===== config.mk =====
export PLATFORM = sky130hd
export DESIGN_NAME = temp_sensor_regs
export DESIGN_NICKNAME = d
export VERILOG_FILES = /design/src/design/tsens_pkg.sv /design/src/design/reg_link_if.sv /design/src/design/temp_sensor_regs.sv /design/src/design/sensor_reg_bank.sv
export SDC_FILE = /design/constraint.sdc
export NUM_CORES = 1
export LEC_CHECK = 0
export BUFFER_PORTS_ARGS = -buffer_cell sky130_fd_sc_hd__buf_2
export CAP_MARGIN = 20
export CORE_MARGIN = 1.5
export CORE_UTILIZATION = 55
export CTS_BUF_LIST = sky130_fd_sc_hd__clkbuf_8
export CTS_CLUSTER_DIAMETER = 120
export DETAILED_ROUTE_END_ITERATION = 16
export PLACE_DENSITY_LB_ADDON = 0.15
export SETUP_SLACK_MARGIN = 0.5
export SLEW_MARGIN = 20
export SYNTH_ARGS = -nofsm -noshare
export SYNTH_HDL_FRONTEND = slang
export SYNTH_SLANG_ARGS = --single-unit

===== constraint.sdc =====
create_clock -name mclk -period 2.52 [get_ports mclk]
set_input_delay 0.126 -clock mclk [delete_from_list [all_inputs] [get_ports mclk]]
set_output_delay 0.126 -clock mclk [all_outputs]
set_load 0.02 [all_outputs]

===== src/design/tsens_pkg.sv =====
// ==========================================================
// shared constants of the temperature sensor register block
package tsens_pkg;

  // pointer codes
  localparam logic [1:0] PTR_TEMP = 2'h0;
  localparam logic [1:0] PTR_CFG = 2'h1;
  localparam logic [1:0] PTR_LOW = 2'h2;
  localparam logic [1:0] PTR_HIGH = 2'h3;

  // reset values
  localparam logic [7:0] PTR_RESET = 8'h00;
  localparam logic [15:0] TEMP_RESET = 16'h0000;
  localparam logic [15:0] CFG_RESET = 16'h60a0;
  localparam logic [15:0] LOW_RESET = 16'h0000;
  localparam logic [15:0] HIGH_RESET = 16'h0000;

  // configuration word: writable bits, fixed-one bits, field positions
  localparam logic [15:0] CFG_WR_MASK = 16'hffd0;
  localparam logic [15:0] CFG_FIXED_ONE = 16'h0020;
  localparam int EM_POS = 4;
  localparam int FMT_POS = 0;

  // bus addressing
  localparam logic [6:0] BASE_ADDR = 7'h48; // arbitrary, low two bits from strap
  localparam logic [6:0] GC_ADDR = 7'h00;
  localparam logic [7:0] GC_RESET_CMD = 8'h06;
  localparam logic [3:0] BITS_PER_BYTE = 4'h8;

  // one-hot target states
  typedef enum logic [6:0] {
    ST_IDLE = 7'b0000001,
    ST_ADDR = 7'b0000010,
    ST_AACK = 7'b0000100,
    ST_RX = 7'b0001000,
    ST_WACK = 7'b0010000,
    ST_TX = 7'b0100000,
    ST_MACK = 7'b1000000
  } tgt_state_t;

endpackage


===== src/design/reg_link_if.sv =====
`timescale 1ns/1ps
`default_nettype none
// ==========================================================
// bus target to register bank link
interface reg_link_if;
  logic ptr_wr;
  logic data_wr;
  logic data_hi;
  logic [7:0] wdata;
  logic gc_reset;
  logic rd_hi;
  logic [7:0] rd_byte;

  modport target (output ptr_wr, output data_wr, output data_hi, output wdata,
    output gc_reset, output rd_hi, input rd_byte);
  modport bank (input ptr_wr, input data_wr, input data_hi, input wdata,
    input gc_reset, input rd_hi, output rd_byte);
endinterface
`default_nettype wire


===== src/design/temp_sensor_regs.sv =====
`timescale 1ns/1ps
`default_nettype none
// ==========================================================
// two-wire bus target with pointer and result registers
// What this block does
// - eight-bit pointer held; only its two low bits pick the data register.
// - codes 0..3 select result, configuration, low limit, high limit.
// - pointer select bits reset to zero, so reads default to the result.
// - result holds latest conversion, 12 bits normal, 13 bits extended.
// - result read sends most significant byte first, then least.
// - controller may stop after the first byte; no error, no side effect.
// - temperature occupies the leading 12 or 13 bits, left-justified.
// - one step of the value is 0.0625 degrees.
// - negative temperatures are two's complement.
// - result reads zero after reset until the first conversion lands.
// - low byte bit 0 is 0 in normal, 1 in extended format.
// - unused result bits always read zero.
// - strap input picks one of four target addresses.
// - configuration format flag: 0 normal, 1 extended 13-bit formats.
// - normal format: byte one bits 11..4, byte two bits 3..0 then zeros.
// - general-call reset acts as power-up: registers reset, conversion restarts.
module temp_sensor_regs (
  input wire logic mclk,
  input wire logic rst_n,
  input wire logic scl,
  input wire logic sda_in,
  output logic sda_out,
  output logic sda_oe_n,
  input wire logic [1:0] address_strap_input,
  input wire logic conv_valid,
  input wire logic [12:0] conv_value,
  output logic conv_start,
  output logic extended_format_flag
);

  reg_link_if link ();

  tsens_pkg::tgt_state_t state_ff;
  logic scl_s1_ff, scl_s2_ff, scl_d_ff, sda_s1_ff, sda_s2_ff, sda_d_ff;
  logic [1:0] strap_s1_ff, strap_s2_ff;
  logic [7:0] sh_ff, tx_ff;
  logic [3:0] cnt_ff;
  logic [1:0] idx_ff;
  logic rw_ff, gc_ff, nack_ff, oe_n_ff;
  logic ptr_wr_ff, data_wr_ff, data_hi_ff, gc_reset_ff;
  logic [7:0] wdata_ff;
  logic scl_rise, scl_fall, start_cond, stop_cond, byte_done;
  logic [6:0] own_addr;
  logic addr_hit, gc_hit;

  // next byte index toward the bank, saturating on the last slot
  function automatic logic [1:0] idx_step(input logic [1:0] i);
    return (i == 2'h3) ? i : i + 2'h1;
  endfunction

  // ==========================================================
  // pin synchronisers
  always_ff @(posedge mclk or negedge rst_n) begin
    if (!rst_n) begin
      scl_s1_ff <= 1'b1;
      scl_s2_ff <= 1'b1;
      scl_d_ff <= 1'b1;
      sda_s1_ff <= 1'b1;
      sda_s2_ff <= 1'b1;
      sda_d_ff <= 1'b1;
      strap_s1_ff <= 2'h0;
      strap_s2_ff <= 2'h0;
    end else begin
      scl_s1_ff <= scl;
      scl_s2_ff <= scl_s1_ff;
      scl_d_ff <= scl_s2_ff;
      sda_s1_ff <= sda_in;
      sda_s2_ff <= sda_s1_ff;
      sda_d_ff <= sda_s2_ff;
      strap_s1_ff <= address_strap_input;
      strap_s2_ff <= strap_s1_ff;
    end
  end

  // ==========================================================
  // bus event decode
  assign scl_rise = scl_s2_ff & ~scl_d_ff;
  assign scl_fall = ~scl_s2_ff & scl_d_ff;
  assign start_cond = scl_s2_ff & scl_d_ff & sda_d_ff & ~sda_s2_ff;
  assign stop_cond = scl_s2_ff & scl_d_ff & ~sda_d_ff & sda_s2_ff;
  assign byte_done = scl_fall & (cnt_ff == tsens_pkg::BITS_PER_BYTE);
  assign own_addr = {tsens_pkg::BASE_ADDR[6:2], strap_s2_ff};
  assign gc_hit = (sh_ff[7:1] == tsens_pkg::GC_ADDR) & ~sh_ff[0];
  assign addr_hit = (sh_ff[7:1] == own_addr) | gc_hit;

  // ==========================================================
  // register bank link
  assign link.ptr_wr = ptr_wr_ff;
  assign link.data_wr = data_wr_ff;
  assign link.data_hi = data_hi_ff;
  assign link.wdata = wdata_ff;
  assign link.gc_reset = gc_reset_ff;
  assign link.rd_hi = (idx_ff == 2'h0);

  sensor_reg_bank u_bank (
    .mclk(mclk),
    .rst_n(rst_n),
    .conv_valid(conv_valid),
    .conv_value(conv_value),
    .conv_start(conv_start),
    .extended_format_flag(extended_format_flag),
    .link(link)
  );

  // open-drain data pin: only ever pulls low
  assign sda_out = 1'b0;
  assign sda_oe_n = oe_n_ff;

  // one-cycle strobes toward the bank on each received pointer, data or reset command byte
  always_ff @(posedge mclk or negedge rst_n) begin
    if (!rst_n) begin
      ptr_wr_ff <= 1'b0;
      data_wr_ff <= 1'b0;
      data_hi_ff <= 1'b0;
      gc_reset_ff <= 1'b0;
      wdata_ff <= 8'h00;
    end else begin
      ptr_wr_ff <= (state_ff == tsens_pkg::ST_RX) & byte_done & ~gc_ff & (idx_ff == 2'h0);
      data_wr_ff <= (state_ff == tsens_pkg::ST_RX) & byte_done & ~gc_ff & (idx_ff != 2'h0);
      data_hi_ff <= (idx_ff == 2'h1);
      gc_reset_ff <= (state_ff == tsens_pkg::ST_RX) & byte_done & gc_ff
                     & (sh_ff == tsens_pkg::GC_RESET_CMD);
      wdata_ff <= sh_ff;
    end
  end

  // ==========================================================
  // target state machine: sample on rising clock, drive on falling clock
  always_ff @(posedge mclk or negedge rst_n) begin
    if (!rst_n) begin
      state_ff <= tsens_pkg::ST_IDLE;
      sh_ff <= 8'h00;
      tx_ff <= 8'h00;
      cnt_ff <= 4'h0;
      idx_ff <= 2'h0;
      rw_ff <= 1'b0;
      gc_ff <= 1'b0;
      nack_ff <= 1'b1;
      oe_n_ff <= 1'b1;
    end else if (start_cond) begin
      state_ff <= tsens_pkg::ST_ADDR;
      cnt_ff <= 4'h0;
      idx_ff <= 2'h0;
      oe_n_ff <= 1'b1;
    end else if (stop_cond) begin
      state_ff <= tsens_pkg::ST_IDLE;
      oe_n_ff <= 1'b1;
    end else begin
      unique case (state_ff)
        tsens_pkg::ST_IDLE: begin
          oe_n_ff <= 1'b1;
        end
        tsens_pkg::ST_ADDR, tsens_pkg::ST_RX: begin
          if (scl_rise) begin
            sh_ff <= {sh_ff[6:0], sda_s2_ff};
            cnt_ff <= cnt_ff + 4'h1;
          end else if (byte_done) begin
            cnt_ff <= 4'h0;
            if (state_ff == tsens_pkg::ST_ADDR) begin
              rw_ff <= sh_ff[0];
              gc_ff <= gc_hit;
              state_ff <= addr_hit ? tsens_pkg::ST_AACK : tsens_pkg::ST_IDLE;
              oe_n_ff <= ~addr_hit;
            end else begin
              // stray pointer bits are stored as sent; selection ignores them
              state_ff <= tsens_pkg::ST_WACK;
              oe_n_ff <= 1'b0;
              idx_ff <= idx_step(idx_ff);
            end
          end
        end
        tsens_pkg::ST_AACK, tsens_pkg::ST_WACK: begin
          if (scl_fall) begin
            cnt_ff <= 4'h0;
            if ((state_ff == tsens_pkg::ST_AACK) & rw_ff) begin
              state_ff <= tsens_pkg::ST_TX;
              oe_n_ff <= link.rd_byte[7];
              tx_ff <= {link.rd_byte[6:0], 1'b0};
            end else begin
              state_ff <= tsens_pkg::ST_RX;
              oe_n_ff <= 1'b1;
            end
          end
        end
        tsens_pkg::ST_TX: begin
          if (scl_fall) begin
            if (cnt_ff == 4'h7) begin
              state_ff <= tsens_pkg::ST_MACK;
              oe_n_ff <= 1'b1;
              cnt_ff <= 4'h0;
              idx_ff <= idx_step(idx_ff);
            end else begin
              oe_n_ff <= tx_ff[7];
              tx_ff <= {tx_ff[6:0], 1'b0};
              cnt_ff <= cnt_ff + 4'h1;
            end
          end
        end
        tsens_pkg::ST_MACK: begin
          if (scl_rise) begin
            nack_ff <= sda_s2_ff;
          end else if (scl_fall) begin
            // a not-acknowledge ends the read quietly, even after one byte
            if (nack_ff) begin
              state_ff <= tsens_pkg::ST_IDLE;
            end else begin
              state_ff <= tsens_pkg::ST_TX;
              oe_n_ff <= link.rd_byte[7];
              tx_ff <= {link.rd_byte[6:0], 1'b0};
            end
          end
        end
        default: begin
          state_ff <= tsens_pkg::ST_IDLE;
          oe_n_ff <= 1'b1;
        end
      endcase
    end
  end

endmodule // temp_sensor_regs
`default_nettype wire


===== src/design/sensor_reg_bank.sv =====
`timescale 1ns/1ps
`default_nettype none
// ==========================================================
// pointer, result, configuration and limit registers
module sensor_reg_bank (
  input wire logic mclk,
  input wire logic rst_n,
  input wire logic conv_valid,
  input wire logic [12:0] conv_value,
  output logic conv_start,
  output logic extended_format_flag,
  reg_link_if.bank link
);

  logic [7:0] ptr_ff;
  logic [15:0] temp_ff, cfg_ff, low_ff, high_ff;
  logic start_ff, boot_ff;
  logic [1:0] sel;
  logic em;
  logic [15:0] nxt_temp, rd_word, wr_word, cur_word;

  // only the two low pointer bits select a register
  assign sel = ptr_ff[1:0];
  assign em = cfg_ff[tsens_pkg::EM_POS];
  // normal: value left-justified, zeros below; extended: 13 bits then format flag
  assign nxt_temp = em ? {conv_value, 2'h0, 1'h1}
                       : {conv_value[11:0], 4'h0};
  // read mux; result is read-only
  assign rd_word = (sel == tsens_pkg::PTR_TEMP) ? temp_ff :
                   (sel == tsens_pkg::PTR_CFG) ? cfg_ff :
                   (sel == tsens_pkg::PTR_LOW) ? low_ff : high_ff;
  assign link.rd_byte = link.rd_hi ? rd_word[15:8] : rd_word[7:0];
  assign cur_word = (sel == tsens_pkg::PTR_CFG) ? cfg_ff :
                    (sel == tsens_pkg::PTR_LOW) ? low_ff : high_ff;
  assign wr_word = link.data_hi ? {link.wdata, cur_word[7:0]} : {cur_word[15:8], link.wdata};
  assign conv_start = start_ff;
  assign extended_format_flag = em;

  // pointer persists between transactions
  always_ff @(posedge mclk or negedge rst_n) begin
    if (!rst_n) begin
      ptr_ff <= tsens_pkg::PTR_RESET;
    end else if (link.gc_reset) begin
      ptr_ff <= tsens_pkg::PTR_RESET;
    end else if (link.ptr_wr) begin
      ptr_ff <= link.wdata;
    end
  end

  // latest completed conversion, zero until the first one
  always_ff @(posedge mclk or negedge rst_n) begin
    if (!rst_n) begin
      temp_ff <= tsens_pkg::TEMP_RESET;
    end else if (link.gc_reset) begin
      temp_ff <= tsens_pkg::TEMP_RESET;
    end else if (conv_valid) begin
      temp_ff <= nxt_temp;
    end
  end

  // writable registers, byte by byte, result never written
  always_ff @(posedge mclk or negedge rst_n) begin
    if (!rst_n) begin
      cfg_ff <= tsens_pkg::CFG_RESET;
      low_ff <= tsens_pkg::LOW_RESET;
      high_ff <= tsens_pkg::HIGH_RESET;
    end else if (link.gc_reset) begin
      cfg_ff <= tsens_pkg::CFG_RESET;
      low_ff <= tsens_pkg::LOW_RESET;
      high_ff <= tsens_pkg::HIGH_RESET;
    end else if (link.data_wr) begin
      if (sel == tsens_pkg::PTR_CFG) begin
        cfg_ff <= (wr_word & tsens_pkg::CFG_WR_MASK) | tsens_pkg::CFG_FIXED_ONE;
      end
      if (sel == tsens_pkg::PTR_LOW) begin
        low_ff <= wr_word;
      end
      if (sel == tsens_pkg::PTR_HIGH) begin
        high_ff <= wr_word;
      end
      // PTR_TEMP: write dropped
    end
  end

  // conversion start pulse after reset release and on general-call reset
  always_ff @(posedge mclk or negedge rst_n) begin
    if (!rst_n) begin
      boot_ff <= 1'b1;
      start_ff <= 1'b0;
    end else begin
      boot_ff <= 1'b0;
      start_ff <= boot_ff | link.gc_reset;
    end
  end

endmodule // sensor_reg_bank
`default_nettype wire


**Word-level counts from Yosys, hierarchy flattened**

Index checks and enable logic that the tools add are counted.

- $add $sub $neg: 2
- Equality and inequality tests: 40
- Muxes and demuxes: 71
- Bitwise gates (word level): 28
- Reduce and logical (&&, ||, !) cells: 26

Operators with widths:

| operator | count |
|---|---|
| $mux W16 | 16 |
| $mux W8 | 8 |
| $mux W7 | 9 |
| $ne A4 B4 Y1 const B | 9 |
| $pmux W7 S5 | 1 |
| $mux W4 | 7 |
| $pmux W8 S3 | 1 |
| $ne A3 B3 Y1 const B | 7 |
| $mux W2 | 10 |
| $and A1 B1 Y1 | 16 |
| $ne A2 B2 Y1 const B | 8 |
| $reduce_and A7 Y1 | 2 |
| $reduce_bool A2 Y1 | 7 |
| $mux W1 | 12 |
| $mux W6 | 2 |
| $pmux W4 S3 | 1 |
| $not A1 Y1 | 10 |
| $reduce_and A10 Y1 | 1 |
| $eq A8 B3 Y1 const B | 1 |
| $reduce_and A4 Y1 | 2 |
| $reduce_and A8 Y1 | 1 |
| $eq A7 B1 Y1 const B | 1 |
| $eq A7 B2 Y1 const B | 1 |
| $eq A7 B3 Y1 const B | 1 |
| other kinds (24) | 33 |

- Bits in registers: 123
- Input port bits: 20
- Word-level logic and storage cells: 196

**Logic depth before layout (Yosys ltp)**

- Depth after elaboration: 11
- Gate-level depth with buffers: 9

**Modules after synthesis**

Synthesis repeated with hierarchy kept, for this count alone.

- Cells, all modules: 619
- Area, all modules: 6208.5 µm²

By module, submodules not included:

| module | instances | cells an instance | area each (µm²) | sequential area each (µm²) |
|---|---|---|---|---|
| sensor_reg_bank | 1 | 360 | 3468.3 | 1531.5 |
| temp_sensor_regs | 1 | 259 | 2740.1 | 1362.6 |

**Worst setup path before layout**

Ideal clock, no wire load.

- Path kind: reg-to-reg
- From: register state_ff[2]
- To: register state_ff[2]
- Setup time: 0.125 ns
- Arrival: 2.207 ns
- Required time: 2.395 ns
- Slack: 0.188 ns
- Stages on the path, launching flop included: 8
- Period minus slack after synthesis: 2.332 ns
- Cell sequence: dfrtp_1 -> buf_6 -> or4_4 -> nor4b_4 -> a41o_1 -> a21oi_2 -> o21ai_4 -> mux2_4

- Word-level cells in the longest chain between the ends: 7

Ends and longest elaborated chain:

| what | RTL line | RTL |
|---|---|---|
| start: declaration | temp_sensor_regs.sv:38 | `tsens_pkg::tgt_state_t state_ff;` |
| start signal: assignment | temp_sensor_regs.sv:136 | `state_ff <= tsens_pkg::ST_IDLE;` |
| start signal: assignment | temp_sensor_regs.sv:146 | `state_ff <= tsens_pkg::ST_ADDR;` |
| start signal: assignment | temp_sensor_regs.sv:151 | `state_ff <= tsens_pkg::ST_IDLE;` |
| $eq A7 B2 Y1 | temp_sensor_regs.sv:154, temp_sensor_regs.sv:164 |  |
| $mux W5 | temp_sensor_regs.sv:164 | `if (state_ff == tsens_pkg::ST_ADDR) begin` |
| $mux W7 | temp_sensor_regs.sv:162 | `end else if (byte_done) begin` |
| $mux W7 | temp_sensor_regs.sv:159 | `if (scl_rise) begin` |
| $pmux W7 S5 | temp_sensor_regs.sv:154 | `unique case (state_ff)` |
| $mux W7 | temp_sensor_regs.sv:150 | `end else if (stop_cond) begin` |
| $mux W7 | temp_sensor_regs.sv:145 | `end else if (start_cond) begin` |

Parallel ways exist; a longest one is shown, timed or not. The select of a mux whose other input is x is not followed.
A chain may end at the register's enable or synchronous reset.

**Worst setup path in the final report**

- From: register state_ff[4]
- To: register state_ff[4]

The elaborated chain is that of the path after synthesis.

==> results.yml <==
worst_setup_path:
  cp_max_fo: 7
  worstPathRequired_ns: 2.84
  crit_type: "reg -> reg"
  worstSetupEndpointType: "flop"
  critPathArrivalTime_ns: 2.48
  start_kind: "flop"
clocking:
  clk_pin_slew_worst_paths_ns: 0.06
  cts_root_buffer: "clkbuf_8"
  clockBufferDepth: 2
  htreeDepth: 4
  clkSinkCount: 115
  worstSkewPairLatency_ns: 0.44
  cts_buffers: 17
  cts_tree: "built"
floorplan:
  dieArea_mm2: 0.0115
  core_mm2: 0.0105
  rows: 37
  io_pins: 24
  initial_core_util_pct: 57.3
  fp.dieW_um: 107
  die_h_um: 107
run_status:
  status: "finished, final reports clean"
timing:
  worst_pin_slew_ns: 0.563
  maxSlewHeadroom_pct: 61.5
  final.min_clock_period_ns: 2.16
  slew_viol_final: 0
  rsz0062_at_grt: "yes"
  final.period_utilization_pct: 85.6
  finClkSkew_ns: 0.0120
  finalSetupViolCount: 0
  final_hold_viol_count: 0
  tns_ns: 0
  setup_slack_ns: 0.362
  fmax_mhz: 463
drt:
  viasPerCell: 6.12
  routedWlPerCell_um: 19.3
  vias: 4919
  initialDrtViolationCount: 393
  firstDrtPassIters: 4
  ant_nets: 0
  drc_errors: 0
  routed_wl_um: 15500
synth:
  synth_area_mm2: 0.00599
  avgSynthCellArea_um2: 9.99
  ys_seq_area_share_pct: 48.3
  ys.flop_type: "dfrtp_1"
  async_reset_ff_share_pct: 100
  synth_top_area_share_pct: 42.6
  netlist_instances: 600
  synth_area_leaders: "dfrtp_1, mux2i_1, dfstp_2"
  ys_types: 65
  yosysTopAreaCell: "dfrtp_1"
  synth-edff-count: 0
  yosysWarnings: 0
  ys_ff_latch: 115
power:
  max-vdd-ir-drop_v: 0.000469
  p_sw_share_pct: 31.5
  power_density_mw_per_mm2: 705
  seqPwrFrac_pct: 43.4
  p_int_mw: 3.43
  combPwrFrac_pct: 25.5
  leakagePower_nw: 3.10
  switchingPower_mw: 1.58
  p_clk_share_pct: 31.1
hold_path:
  hp-class: "in -> reg"
global_route:
  grt_pass1_wl_um: 25300
  grt_pass1_vias: 4817
  antenna_found_initial: 0
  grt_max_degree: 75
  grt.total_usage_pct: 29.1
  overflow: 0
layout:
  final_common_cell: "dfrtp_1"
  final_cell_mix: "dfrtp_1, nor2_1, nand2_1, mux2i_1, buf_4"
  area_growth_pct: 18.7
  finish.instance_area_mm2: 0.00711
  fin_util_pct: 68.0
  antenna_cells: 0
  nNetsFinal: 680
  num-fill-cells: 835
  drive_gt1_share_pct: 25.0
placed_design:
  place_ws_ns: 0.212
  dp_hpwl_um: 10600
  gp_congestion: 0.940
  placed_cell_area_mm2: 0.00635
  io_buffers: 22
flow_run:
  cap_violations: 0
[worst max-delay path: stages, from the launching register on]
cell	delay (ns)
dfrtp_1	0.40
or4_4	0.61
nor3b_4	0.23
a32o_2	0.26
a21oi_4	0.08
o21ai_4	0.12
mux2_4	0.33
[logic make-up after synthesis]
kind of cell,Yosys count,synth area share [%]
adders and majority gates,5,1.04
and+or+nand+nor,203,16.6
DFF,115,48.3
buffers and inverters,52,3.53
other,1,0.0626
AOI/OAI and AO/OA,150,17.3
muxes,68,12.2
xor gates and xnor gates,6,0.877
[area by class of cell]
cell class / count / area [um2] / share of cell area (%)
clock inverter: 11 / 73.8 / 1.04
clock buffer: 21 / 289 / 4.06
inverter: 11 / 45.0 / 0.633
sequential: 115 / 2900 / 40.8
multi-input combinational: 434 / 3050 / 42.9
timing repair buffer: 76 / 584 / 8.21
tap: 136 / 170 / 2.39
[through the flow]
| stage | power (mW) | std cells | hold WS [ns] |
|---|---|---|---|
| after floorplan | 2.84 | 601 | -0.170 |
| after global placement | 3.21 | 747 | 0.148 |
| after detailed placement | 3.23 | 747 | 0.159 |
| after CTS | 4.91 | 795 | 0.0176 |
| after global routing | 5.26 | 804 | 0.0444 |
| final | 5.01 | 804 | 0.0370 |
[metal layers]
layer,up-vias,wire [um],global-route usage (%)
li1,2301,-,-
met1,2408,7330,42.4
met2,180,6830,41.9
met3,30,1010,7.26
met4,0,315,10.9
met5,-,0,0
[Yosys cell counts (all sizes together) (3+ instances only)]
| library cell | number |
|---|---|
| mux2i | 47 |
| o31ai | 16 |
| xnor2 | 4 |
| nand3 | 16 |
| dfstp | 13 |
| nand2b | 6 |
| mux2 | 20 |
| a22o | 6 |
| a31oi | 6 |
| nor3 | 9 |
| buf | 10 |
| clkbuf | 31 |
| dfrtp | 102 |
| nand4b | 3 |
| a211oi | 37 |
| nand2 | 59 |
| a21oi | 28 |
| nor2 | 66 |
| a21o | 3 |
| o211ai | 4 |
| inv | 11 |
| a21boi | 3 |
| nor4 | 8 |
| and3 | 4 |
| ha | 5 |
| a211o | 5 |
| nand3b | 6 |
| nand4 | 4 |
| nor2b | 9 |
| or4 | 3 |
| o21ai | 28 |
[repair_timing]
item	4_1_cts	5_1_grt
pin swaps	9	14
gates resized for setup	24	20
hold buffers	6	0
setup endpoints to repair	21	29
setup buffers	10	9
endpoints found under the hold margin	40	0
[registers in the layout, summed over array words and instances, names as in the netlist, 2 cells and up]
| signal | count |
|---|---|
| u_bank.high_ff | 16 |
| u_bank.low_ff | 16 |
| u_bank.temp_ff | 14 |
| u_bank.cfg_ff | 11 |
| link.wdata | 8 |
| sh_ff | 8 |
| state_ff | 7 |
| tx_ff | 7 |
| cnt_ff | 4 |
| idx_ff | 2 |
| strap_s1_ff | 2 |
| strap_s2_ff | 2 |
| u_bank.ptr_ff | 2 |
[power by group through the flow]
stage	registers [mW]	logic [mW]	clock network (mW)
after floorplan	2.11	0.726	0
after global placement	2.20	1.02	0
after detailed placement	2.20	1.03	0
after CTS	2.16	1.16	1.59
after global routing	2.20	1.40	1.67
final	2.18	1.28	1.56
[worst paths after layout]
path                                 from           endpoint  slack [ns]  depth (start not counted)
min                         conv_value[5]  u_bank.temp_ff[9]        0.04                          3
max reg2reg                   state_ff[4]        state_ff[4]        0.36                          6
max                           state_ff[4]        state_ff[4]        0.36                          6
min reg2reg                strap_s1_ff[0]     strap_s2_ff[0]        0.35                          0
min in group asynchronous           rst_n  u_bank.conv_start        0.22                          2
max in group asynchronous           rst_n           scl_d_ff        1.48                          3
Power figures use the tool's default switching activity.
